===== config.mk =====
export PLATFORM = sky130hd
export DESIGN_NAME = ddr2_turnaround_refresh_sched
export DESIGN_NICKNAME = d
export VERILOG_FILES = /design/src/logic/ddr2_sched_pkg.sv /design/src/logic/ddr2_turnaround_refresh_sched.sv
export SDC_FILE = /design/constraint.sdc
export NUM_CORES = 1
export LEC_CHECK = 0
export CELL_PAD_IN_SITES_DETAIL_PLACEMENT = 0
export CELL_PAD_IN_SITES_GLOBAL_PLACEMENT = 2
export CORE_MARGIN = 2
export CORE_UTILIZATION = 44
export DETAILED_ROUTE_END_ITERATION = 8
export DONT_BUFFER_PORTS = 1
export PLACE_DENSITY_LB_ADDON = 0.1
export SETUP_SLACK_MARGIN = 0.5
export SKIP_CTS_REPAIR_TIMING = 1
export SYNTH_ARGS = -nofsm -noshare
export SYNTH_HDL_FRONTEND = slang
export SYNTH_SLANG_ARGS = --single-unit
export TNS_END_PERCENT = 20

===== constraint.sdc =====
create_clock -name CLOCK -period 11.25 [get_ports CLOCK]
set_input_delay 0.5625 -clock CLOCK [delete_from_list [all_inputs] [get_ports CLOCK]]
set_output_delay 0.5625 -clock CLOCK [all_outputs]
set_load 0.05 [all_outputs]

===== src/logic/ddr2_sched_pkg.sv =====
package ddr2_sched_pkg;
    localparam logic [7:0]  TURNAROUND_OFS   = 8'h20;
    localparam logic [7:0]  REFRESH_CTL_OFS  = 8'h24;
    localparam logic [7:0]  SCHED_CFG_OFS    = 8'h30;
    localparam logic [7:0]  SCHED_STAT_OFS   = 8'h34;

    localparam logic [31:0] TURNAROUND_MASK  = 32'h1F1F1F1F;
    localparam logic [31:0] REFRESH_CTL_MASK = 32'h00001FF7;
    localparam logic [31:0] SCHED_CFG_MASK   = 32'h0FFF003F;
    localparam logic [31:0] REG_RESET        = 32'h00000000;

    localparam int WR2PRE_LSB   = 24;
    localparam int RD2PRE_LSB   = 16;
    localparam int WR2RD_LSB    = 8;
    localparam int RD2WR_LSB    = 0;
    localparam int GAP_W        = 5;
    localparam int IDLE_TO_LSB  = 8;
    localparam int IDLE_TO_W    = 5;
    localparam int MARGIN_LSB   = 4;
    localparam int MARGIN_W     = 4;
    localparam int BURST_LSB    = 0;
    localparam int BURST_W      = 3;
    localparam int PAGE_LIM_LSB = 0;
    localparam int PAGE_LIM_W   = 6;
    localparam int IVL_LSB      = 16;
    localparam int IVL_W        = 12;

    localparam int STAT_PEND_LSB  = 0;
    localparam int STAT_STATE_LSB = 4;
    localparam int STAT_BLOCK_BIT = 8;
    localparam int STAT_SPEC_BIT  = 9;

    // units: idle, margin and interval in 32 clocks, page limit in 1024 clocks
    localparam int UNIT32_SH   = 5;
    localparam int UNIT1024_SH = 10;
    localparam int TMR_W       = 18;
    localparam int PEND_W      = 4;
    localparam logic [PEND_W-1:0] PEND_MAX = 4'h8;

    typedef enum logic [2:0] {
        SCH_IDLE    = 3'b001,
        SCH_CLOSE   = 3'b010,
        SCH_REFRESH = 3'b100
    } sched_state_t;
endpackage : ddr2_sched_pkg


===== src/logic/ddr2_turnaround_refresh_sched.sv =====
`timescale 1ns/10ps
// Summary of operation
// - A precharge to a bank waits the write-to-precharge gap after the last write to it.
// - A precharge to a bank waits the read-to-precharge gap after the last read of it.
// - A read waits the write-to-read gap after any write.
// - A write waits the read-to-write gap after any read.
// - Speculative refresh only while one or more but fewer than the limit are pending.
// - After the bus idles for the idle timeout in 32-clock units, with refresh pending, refresh.
// - Speculative refreshes run back to back until none pend or a new request arrives in the cycle a refresh is done.
// - Critical refresh and page close are raised early by the margin in 32-clock units.
// - The burst field plus one is how many refresh timeouts may accumulate.
// - At the accumulated limit, traffic is blocked and all pending refreshes are forced.
// - All pages are closed once before a refresh group, then a critical group runs whole; a speculative one may stop early.
// - The page timer closes a row after its limit in 1024 clocks; zero closes after each access.
module ddr2_turnaround_refresh_sched #(
    parameter int NB = 8,
    parameter int BW = $clog2(NB)
) (
    input  wire logic          CLOCK,
    input  wire logic          NRST,
    input  wire logic          CE,
    input  wire logic          PSEL,
    input  wire logic          PENABLE,
    input  wire logic          PWRITE,
    input  wire logic [7:0]    PADDR,
    input  wire logic [31:0]   PWDATA,
    output logic      [31:0]   PRDATA,
    output logic               PREADY,
    output logic               PSLVERR,
    input  wire logic          WR_ISSUE,
    input  wire logic          RD_ISSUE,
    input  wire logic          ACT_ISSUE,
    input  wire logic          PRE_ISSUE,
    input  wire logic [BW-1:0] CMD_BANK,
    input  wire logic          ALL_CLOSED,
    input  wire logic          REF_DONE,
    input  wire logic          REQ_NEW,
    input  wire logic          BUS_IDLE,
    output logic      [NB-1:0] PRE_ALLOW,
    output logic               RD_ALLOW,
    output logic               WR_ALLOW,
    output logic      [NB-1:0] PAGE_CLOSE_REQ,
    output logic               CLOSE_ALL_REQ,
    output logic               REF_REQ,
    output logic               REF_SPECULATIVE,
    output logic               TRAFFIC_BLOCK
);
    localparam int GW = ddr2_sched_pkg::GAP_W;
    localparam int TW = ddr2_sched_pkg::TMR_W;
    localparam int PW = ddr2_sched_pkg::PEND_W;
    if (NB < 2 || NB > 16 || (1 << BW) != NB) begin : g_nb_check
        $error("NB must be a power of two from 2 to 16");
    end

    logic [31:0]                  turn_r;
    logic [31:0]                  refc_r;
    logic [31:0]                  cfg_r;
    logic [31:0]                  stat_w;
    logic                         apb_wr;
    logic [GW-1:0]                wr2pre_gap;
    logic [GW-1:0]                rd2pre_gap;
    logic [GW-1:0]                wr2rd_gap;
    logic [GW-1:0]                rd2wr_gap;
    logic [GW-1:0]                wr2rd_cnt_r;
    logic [GW-1:0]                rd2wr_cnt_r;
    logic [GW-1:0]                wr2rd_cnt_nxt;
    logic [GW-1:0]                rd2wr_cnt_nxt;
    logic [TW-1:0]                margin_cyc;
    logic [TW-1:0]                idle_len;
    logic [TW-1:0]                ivl_len;
    logic [TW-1:0]                page_len;
    logic [TW-1:0]                idle_cnt_r;
    logic [TW-1:0]                ivl_cnt_r;
    logic                         ivl_tick;
    logic                         ivl_early;
    logic [PW-1:0]                acc_limit;
    logic [PW-1:0]                pend_r;
    logic [PW-1:0]                pend_nxt;
    logic                         crit_now;
    logic                         spec_now;
    logic                         spec_r;
    logic                         crit_r;
    ddr2_sched_pkg::sched_state_t state_r;
    ddr2_sched_pkg::sched_state_t state_nxt;

    function automatic logic addr_hit(input logic [7:0] a);
        addr_hit = (a == ddr2_sched_pkg::TURNAROUND_OFS) || (a == ddr2_sched_pkg::REFRESH_CTL_OFS)
                || (a == ddr2_sched_pkg::SCHED_CFG_OFS) || (a == ddr2_sched_pkg::SCHED_STAT_OFS);
    endfunction : addr_hit

    // gap counter: loads gap-1 on issue so the later command is free exactly gap cycles on
    function automatic logic [GW-1:0] gap_next(input logic issue, input logic [GW-1:0] gap,
                                               input logic [GW-1:0] cnt);
        gap_next = issue ? ((gap == '0) ? '0 : gap - 5'h01) : ((cnt == '0) ? '0 : cnt - 5'h01);
    endfunction : gap_next

    // register file, reserved bits masked on write and read back as zero
    assign apb_wr = PSEL && PENABLE && PREADY && PWRITE;

    always_ff @(posedge CLOCK or negedge NRST) begin
        if (!NRST) begin
            turn_r <= ddr2_sched_pkg::REG_RESET;
            refc_r <= ddr2_sched_pkg::REG_RESET;
            cfg_r  <= ddr2_sched_pkg::REG_RESET;
        end else if (CE && apb_wr) begin
            if (PADDR == ddr2_sched_pkg::TURNAROUND_OFS)
                turn_r <= PWDATA & ddr2_sched_pkg::TURNAROUND_MASK;
            if (PADDR == ddr2_sched_pkg::REFRESH_CTL_OFS)
                refc_r <= PWDATA & ddr2_sched_pkg::REFRESH_CTL_MASK;
            if (PADDR == ddr2_sched_pkg::SCHED_CFG_OFS)
                cfg_r <= PWDATA & ddr2_sched_pkg::SCHED_CFG_MASK;
        end
    end

    always_comb begin
        stat_w = '0;
        stat_w[ddr2_sched_pkg::STAT_PEND_LSB +: PW] = pend_r;
        stat_w[ddr2_sched_pkg::STAT_STATE_LSB +: 3] = state_r;
        stat_w[ddr2_sched_pkg::STAT_BLOCK_BIT]      = TRAFFIC_BLOCK;
        stat_w[ddr2_sched_pkg::STAT_SPEC_BIT]       = REF_SPECULATIVE;
    end

    // zero-wait slave: ready rises with the access phase, so each transfer takes two cycles
    always_ff @(posedge CLOCK or negedge NRST) begin
        if (!NRST) begin
            PREADY  <= 1'b0;
            PSLVERR <= 1'b0;
            PRDATA  <= '0;
        end else if (CE) begin
            if (PSEL && !PENABLE && !PREADY) begin
                PREADY  <= 1'b1;
                PSLVERR <= !addr_hit(PADDR);
                case (PADDR)
                    ddr2_sched_pkg::TURNAROUND_OFS:  PRDATA <= turn_r;
                    ddr2_sched_pkg::REFRESH_CTL_OFS: PRDATA <= refc_r;
                    ddr2_sched_pkg::SCHED_CFG_OFS:   PRDATA <= cfg_r;
                    ddr2_sched_pkg::SCHED_STAT_OFS:  PRDATA <= stat_w;
                    default:                         PRDATA <= '0;
                endcase
            end else begin
                PREADY  <= 1'b0;
                PSLVERR <= 1'b0;
            end
        end
    end

    // field extraction and unit scaling
    assign wr2pre_gap = turn_r[ddr2_sched_pkg::WR2PRE_LSB +: GW];
    assign rd2pre_gap = turn_r[ddr2_sched_pkg::RD2PRE_LSB +: GW];
    assign wr2rd_gap  = turn_r[ddr2_sched_pkg::WR2RD_LSB +: GW];
    assign rd2wr_gap  = turn_r[ddr2_sched_pkg::RD2WR_LSB +: GW];
    assign margin_cyc = TW'(refc_r[ddr2_sched_pkg::MARGIN_LSB +: ddr2_sched_pkg::MARGIN_W])
                        << ddr2_sched_pkg::UNIT32_SH;
    assign idle_len   = TW'(refc_r[ddr2_sched_pkg::IDLE_TO_LSB +: ddr2_sched_pkg::IDLE_TO_W])
                        << ddr2_sched_pkg::UNIT32_SH;
    assign ivl_len    = TW'(cfg_r[ddr2_sched_pkg::IVL_LSB +: ddr2_sched_pkg::IVL_W])
                        << ddr2_sched_pkg::UNIT32_SH;
    assign page_len   = TW'(cfg_r[ddr2_sched_pkg::PAGE_LIM_LSB +: ddr2_sched_pkg::PAGE_LIM_W])
                        << ddr2_sched_pkg::UNIT1024_SH;
    assign acc_limit  = PW'(refc_r[ddr2_sched_pkg::BURST_LSB +: ddr2_sched_pkg::BURST_W])
                        + 4'h1;

    // global turnaround gaps
    assign wr2rd_cnt_nxt = gap_next(WR_ISSUE, wr2rd_gap, wr2rd_cnt_r);
    assign rd2wr_cnt_nxt = gap_next(RD_ISSUE, rd2wr_gap, rd2wr_cnt_r);

    always_ff @(posedge CLOCK or negedge NRST) begin
        if (!NRST) begin
            wr2rd_cnt_r <= '0;
            rd2wr_cnt_r <= '0;
            RD_ALLOW    <= 1'b1;
            WR_ALLOW    <= 1'b1;
        end else if (CE) begin
            wr2rd_cnt_r <= wr2rd_cnt_nxt;
            rd2wr_cnt_r <= rd2wr_cnt_nxt;
            RD_ALLOW    <= (wr2rd_cnt_nxt == '0);
            WR_ALLOW    <= (rd2wr_cnt_nxt == '0);
        end
    end

    // per-bank precharge gaps and page timers
    genvar b;
    generate
        for (b = 0; b < NB; b++) begin : g_bank
            logic          hit;
            logic [GW-1:0] w2p_r;
            logic [GW-1:0] r2p_r;
            logic [GW-1:0] w2p_nxt;
            logic [GW-1:0] r2p_nxt;
            logic          open_r;
            logic          used_r;
            logic [TW-1:0] page_cnt_r;
            logic          page_due;

            assign hit     = (CMD_BANK == BW'(b));
            assign w2p_nxt = gap_next(WR_ISSUE && hit, wr2pre_gap, w2p_r);
            assign r2p_nxt = gap_next(RD_ISSUE && hit, rd2pre_gap, r2p_r);
            // limit zero: close once the row has served one access
            assign page_due = (page_len == '0) ? used_r
                            : (page_cnt_r >= page_len - margin_cyc);

            always_ff @(posedge CLOCK or negedge NRST) begin
                if (!NRST) begin
                    w2p_r        <= '0;
                    r2p_r        <= '0;
                    PRE_ALLOW[b] <= 1'b1;
                end else if (CE) begin
                    w2p_r        <= w2p_nxt;
                    r2p_r        <= r2p_nxt;
                    PRE_ALLOW[b] <= (w2p_nxt == '0) && (r2p_nxt == '0);
                end
            end

            always_ff @(posedge CLOCK or negedge NRST) begin
                if (!NRST) begin
                    open_r            <= 1'b0;
                    used_r            <= 1'b0;
                    page_cnt_r        <= '0;
                    PAGE_CLOSE_REQ[b] <= 1'b0;
                end else if (CE) begin
                    if ((PRE_ISSUE && hit) || ALL_CLOSED) begin
                        open_r     <= 1'b0;
                        used_r     <= 1'b0;
                        page_cnt_r <= '0;
                    end else if (ACT_ISSUE && hit) begin
                        open_r     <= 1'b1;
                        used_r     <= 1'b0;
                        page_cnt_r <= '0;
                    end else if (open_r) begin
                        if ((WR_ISSUE || RD_ISSUE) && hit)
                            used_r <= 1'b1;
                        if (!(&page_cnt_r))
                            page_cnt_r <= page_cnt_r + 18'h00001;
                    end
                    PAGE_CLOSE_REQ[b] <= open_r && page_due && !(PRE_ISSUE && hit)
                                         && !ALL_CLOSED;
                end
            end
        end
    endgenerate

    // refresh interval and bus idle timers
    assign ivl_tick  = (ivl_len != '0) && (ivl_cnt_r == ivl_len - 18'h00001);
    // ivl_len zero stops the interval timer altogether
    assign ivl_early = (ivl_len != '0) && (ivl_cnt_r + margin_cyc + 18'h00001 >= ivl_len);

    always_ff @(posedge CLOCK or negedge NRST) begin
        if (!NRST) begin
            ivl_cnt_r  <= '0;
            idle_cnt_r <= '0;
        end else if (CE) begin
            ivl_cnt_r <= (ivl_tick || ivl_len == '0) ? '0 : ivl_cnt_r + 18'h00001;
            if (!BUS_IDLE || REQ_NEW)
                idle_cnt_r <= '0;
            else if (!(&idle_cnt_r))
                idle_cnt_r <= idle_cnt_r + 18'h00001;
        end
    end

    // pending count: a tick and a done in one cycle cancel, so no tick is lost
    always_comb begin
        pend_nxt = pend_r;
        if (ivl_tick && !(REF_DONE && pend_r != '0)) begin
            if (pend_r != ddr2_sched_pkg::PEND_MAX)
                pend_nxt = pend_r + 4'h1;
        end else if (!ivl_tick && REF_DONE && pend_r != '0) begin
            pend_nxt = pend_r - 4'h1;
        end
    end

    assign crit_now = (pend_r >= acc_limit)
                   || (pend_r + 4'h1 == acc_limit && ivl_early);
    assign spec_now = (pend_r != '0) && (pend_r < acc_limit) && BUS_IDLE && !REQ_NEW
                   && (idle_cnt_r >= idle_len);

    always_comb begin
        state_nxt = state_r;
        case (state_r)
            ddr2_sched_pkg::SCH_IDLE: begin
                if (crit_now || spec_now)
                    state_nxt = ddr2_sched_pkg::SCH_CLOSE;
            end
            ddr2_sched_pkg::SCH_CLOSE: begin
                if (ALL_CLOSED)
                    state_nxt = ddr2_sched_pkg::SCH_REFRESH;
                else if (spec_r && REQ_NEW && !crit_now)
                    state_nxt = ddr2_sched_pkg::SCH_IDLE;
            end
            ddr2_sched_pkg::SCH_REFRESH: begin
                // the group runs back to back with no page close between refreshes
                if (pend_nxt == '0)
                    state_nxt = ddr2_sched_pkg::SCH_IDLE;
                else if (REF_DONE && spec_r && REQ_NEW && !crit_now)
                    state_nxt = ddr2_sched_pkg::SCH_IDLE;
            end
            default: state_nxt = ddr2_sched_pkg::SCH_IDLE;
        endcase
    end

    always_ff @(posedge CLOCK or negedge NRST) begin
        if (!NRST) begin
            state_r <= ddr2_sched_pkg::SCH_IDLE;
            pend_r  <= '0;
            spec_r  <= 1'b0;
            crit_r  <= 1'b0;
        end else if (CE) begin
            state_r <= state_nxt;
            pend_r  <= pend_nxt;
            if (state_r == ddr2_sched_pkg::SCH_IDLE) begin
                crit_r <= crit_now;
                spec_r <= !crit_now && spec_now;
            end else if (crit_now) begin
                // a speculative group that reaches the limit turns critical
                crit_r <= 1'b1;
                spec_r <= 1'b0;
            end
        end
    end

    always_ff @(posedge CLOCK or negedge NRST) begin
        if (!NRST) begin
            CLOSE_ALL_REQ   <= 1'b0;
            REF_REQ         <= 1'b0;
            REF_SPECULATIVE <= 1'b0;
            TRAFFIC_BLOCK   <= 1'b0;
        end else if (CE) begin
            CLOSE_ALL_REQ   <= (state_nxt == ddr2_sched_pkg::SCH_CLOSE);
            REF_REQ         <= (state_nxt == ddr2_sched_pkg::SCH_REFRESH);
            REF_SPECULATIVE <= (state_nxt != ddr2_sched_pkg::SCH_IDLE) && !crit_now
                               && (state_r == ddr2_sched_pkg::SCH_IDLE ? spec_now : spec_r);
            TRAFFIC_BLOCK   <= (state_nxt != ddr2_sched_pkg::SCH_IDLE) && (crit_now
                               || (crit_r && state_r != ddr2_sched_pkg::SCH_IDLE));
        end
    end
endmodule : ddr2_turnaround_refresh_sched


==> results.cfg <==
[floorplan]
core_area_um2 = 56300
start_util = 0.444
rows = 87
die_height_um = 242
dieArea_um2 = 58700
io_pins = 113
die_w_um = 242

[clock_tree]
cts_root_buf = clkbuf_16
clockBufferDepth = 3
clock_latency_ns = 0.61
numClockSinks = 395
cts_inserted_buffers = 48
h-tree-depth = 2
tritoncts = built
cts.clk_slew.worst_paths_ns = 0.06

[critical_path]
r2r_cells = 17
r2r_start = refc_r[4]
r2r-end = REF_SPECULATIVE
cp_data_required_time_ns = 11.73
reg2reg_setup_slack_ns = 6.12
start_kind = register
critical_path.endpoint_type = register
arrival_ns = 5.61
critPathKind = register to register
crit_fanout = 14

[layout]
drive_gt1_frac = 0.0650
instances_no_fill = 3588
fillCellCount = 5401
fin_nets = 3024
area_delta_synth_final_pct = 9.82
final_cell_mix = dfrtp_1 (384), nor2_1 (331), nand2_1 (276)
final_common_cell = dfrtp_1
final_util = 0.487

[pwr]
p_per_area_nw_per_um2 = 161
comb_power_share = 0.212
switching_share = 0.310
irDropWorstVdd_uv = 115
total_power_w = 0.00441
seqPwrFrac = 0.406
power_switching_w = 0.00137
intPower_w = 0.00305
p_clk_frac = 0.382
leakagePower_nw = 12.1

[place]
hpwl_um = 49100
dp.cells = 3495
io_buffers = 0
place_congestion = 0.828

[global_route]
grt_pass1_wl_um = 116000
first_global_vias = 20400
grt_max_degree = 396
antenna_found_initial = 2
grt-ovfl-total = 0
track_usage = 0.246

[logic_synthesis]
synth_cell_type_count = 92
netlist_instances = 2814
synth_enable_flop_cells = 0
yosysWarnings = 0
synthesis.area_um2 = 25000
synthArstFlopShare = 1.00
synth_seq_cells = 395
ys_seq_area_frac = 0.397
ys.flop_type = dfrtp_1
syn_avg_cell_area_um2 = 8.87

[drt]
drc_errors = 0
dr.pass1.iters = 5
wl_per_cell_um = 20.2
finalWirelength_um = 72400
vias = 20700
routed_via_density = 5.77
dr.first_iter.drc_count = 1232
antenna_left = 0

[run_status]
status = finished with violations
violations = negative hold slack, max-slew violations

[sta]
finalMaxSlewViolations = 364
setup_viol_count_final = 0
finalCritPeriodShare = 0.456
hold-worst-slack_ns = -0.220
slew-limit-headroom = -1.44
rsz0062_at_grt = false
fin_tns_setup_ns = 0
finalCriticalPeriod_ns = 5.13
clock_skew_ns = 0.0333
hold_viol = 21
worst_pin_slew_ns = 3.65
max_freq_mhz = 195

[worst_hold_path]
hold_path_class = input pin to async pin

[run]
drv_cap = 0
-- Yosys cell counts, types with 8 or more instances --
| master | n | area share |
|---|---|---|
| dfstp_2 | 11 | 0.012 |
| buf_1 | 10 | 0.0015 |
| a31oi_1 | 32 | 0.0080 |
| a22o_1 | 40 | 0.014 |
| o31ai_1 | 20 | 0.0060 |
| buf_2 | 10 | 0.0020 |
| and2_1 | 19 | 0.0048 |
| a21oi_1 | 138 | 0.028 |
| and3_1 | 38 | 0.0095 |
| nor4_1 | 27 | 0.0068 |
| mux2i_1 | 20 | 0.0080 |
| nand3_1 | 108 | 0.022 |
| o2bb2ai_1 | 9 | 0.0032 |
| o211ai_1 | 16 | 0.0048 |
| mux2_2 | 29 | 0.013 |
| or3_1 | 17 | 0.0043 |
| ha_1 | 176 | 0.088 |
| a211oi_1 | 22 | 0.0066 |
| xor2_1 | 86 | 0.030 |
| o21a_1 | 43 | 0.013 |
| nor2b_1 | 25 | 0.0063 |
| nor2_1 | 332 | 0.050 |
| a21o_1 | 17 | 0.0051 |
| clkbuf_1 | 71 | 0.011 |
| and4_1 | 19 | 0.0067 |
| nand2b_1 | 29 | 0.0073 |
| o22ai_1 | 27 | 0.0068 |
| nand2_1 | 276 | 0.042 |
| dfrtp_1 | 384 | 0.38 |
| nand4_1 | 53 | 0.013 |
| a2111oi_0 | 8 | 0.0028 |
| o21ai_0 | 222 | 0.045 |
| o22a_1 | 16 | 0.0056 |
| xnor2_1 | 98 | 0.034 |
| nor3_1 | 62 | 0.012 |
| inv_1 | 143 | 0.022 |
-- worst max-delay path, cell delays in order (launching register included) --
cell and delay [ns]:
dfrtp_1 1.04, ha_1 0.42, nand4_1 0.09, o21ai_1 0.12
a31oi_1 0.44, nor2_1 0.12, xor2_1 0.17, ha_1 0.31
a21o_1 0.18, a21o_1 0.17, a21o_1 0.17, a211oi_1 0.27
o2111ai_1 0.26, a31oi_1 0.52, nor3_1 0.11, o21ai_0 0.17
o31a_1 0.31, o32ai_2 0.14
-- cell families (layout without fill, tap and decap cells) --
kind of cell,Yosys count,after routing,synth area share
muxes,53,53,0.0247
xor gates and xnor gates,184,184,0.0646
AOI/OAI and AO/OA,690,690,0.179
adders and majority gates,180,180,0.0898
DFF,395,395,0.397
buffers and inverters,249,261,0.0406
and+or+nand+nor,1062,1062,0.205
other,1,7,0.000150
-- power groups by stage --
stage / clock (W) / sequential (W) / combinational [W]
after floorplan: 0 / 0.00175 / 0.000777
after global placement: 0 / 0.00181 / 0.000879
after detailed placement: 0 / 0.00181 / 0.000901
after CTS: 0.00173 / 0.00179 / 0.000904
after global routing: 0.00179 / 0.00182 / 0.00107
final: 0.00168 / 0.00179 / 0.000934
-- state kept, by name, summed over array words and instances (netlist names), 3 cells and up --
register	flops
g_bank.open_r	8
state_r	3
g_bank.w2p_r	40
g_bank.used_r	8
PRDATA	26
refc_r	12
rd2wr_cnt_r	5
ivl_cnt_r	18
idle_cnt_r	18
g_bank.page_cnt_r	144
PAGE_CLOSE_REQ	8
turn_r	20
g_bank.r2p_r	40
PRE_ALLOW	8
pend_r	4
cfg_r	18
wr2rd_cnt_r	5
-- per-layer routing --
layer	GRT usage	up-vias	part of all wire
met4	0.0793	2	0.030
li1	-	10000	-
met3	0.0486	125	0.052
met5	0	-	0.00018
met1	0.326	10100	0.45
met2	0.406	417	0.47
-- cell type report --
class	instances	area, µm²	share of cell area
Timing Repair Buffer	27	225	0.00822
Sequential cell	395	9900	0.361
Clock buffer	72	1390	0.0508
Tap cell	756	946	0.0345
Multi-Input combinational cell	2175	14100	0.515
Inverter	144	542	0.0198
Antenna cell	1	2.50	0.0000913
Clock inverter	18	300	0.0110
-- worst max-delay path by stage --
stage / slack (ns) / startpoint / end / depth (start not counted)
after global placement: 6.20 / refc_r[4] / REF_SPECULATIVE / 17
after floorplan: 7.50 / ivl_cnt_r[0] / REF_SPECULATIVE / 21
after CTS: 6.14 / refc_r[4] / REF_SPECULATIVE / 17
after global routing: 5.74 / refc_r[4] / REF_SPECULATIVE / 17
after detailed placement: 6.16 / refc_r[4] / REF_SPECULATIVE / 17
final: 6.12 / refc_r[4] / REF_SPECULATIVE / 17
-- per-stage QoR --
stage	setup slack, ns	instance area (µm²)
global route	5.74	27400
CTS	6.14	27400
finish	6.12	27400
detailed placement	6.16	25700
floorplan	7.50	25000
global placement	6.20	25700
No activity file was read; power rests on OpenSTA's default activity.
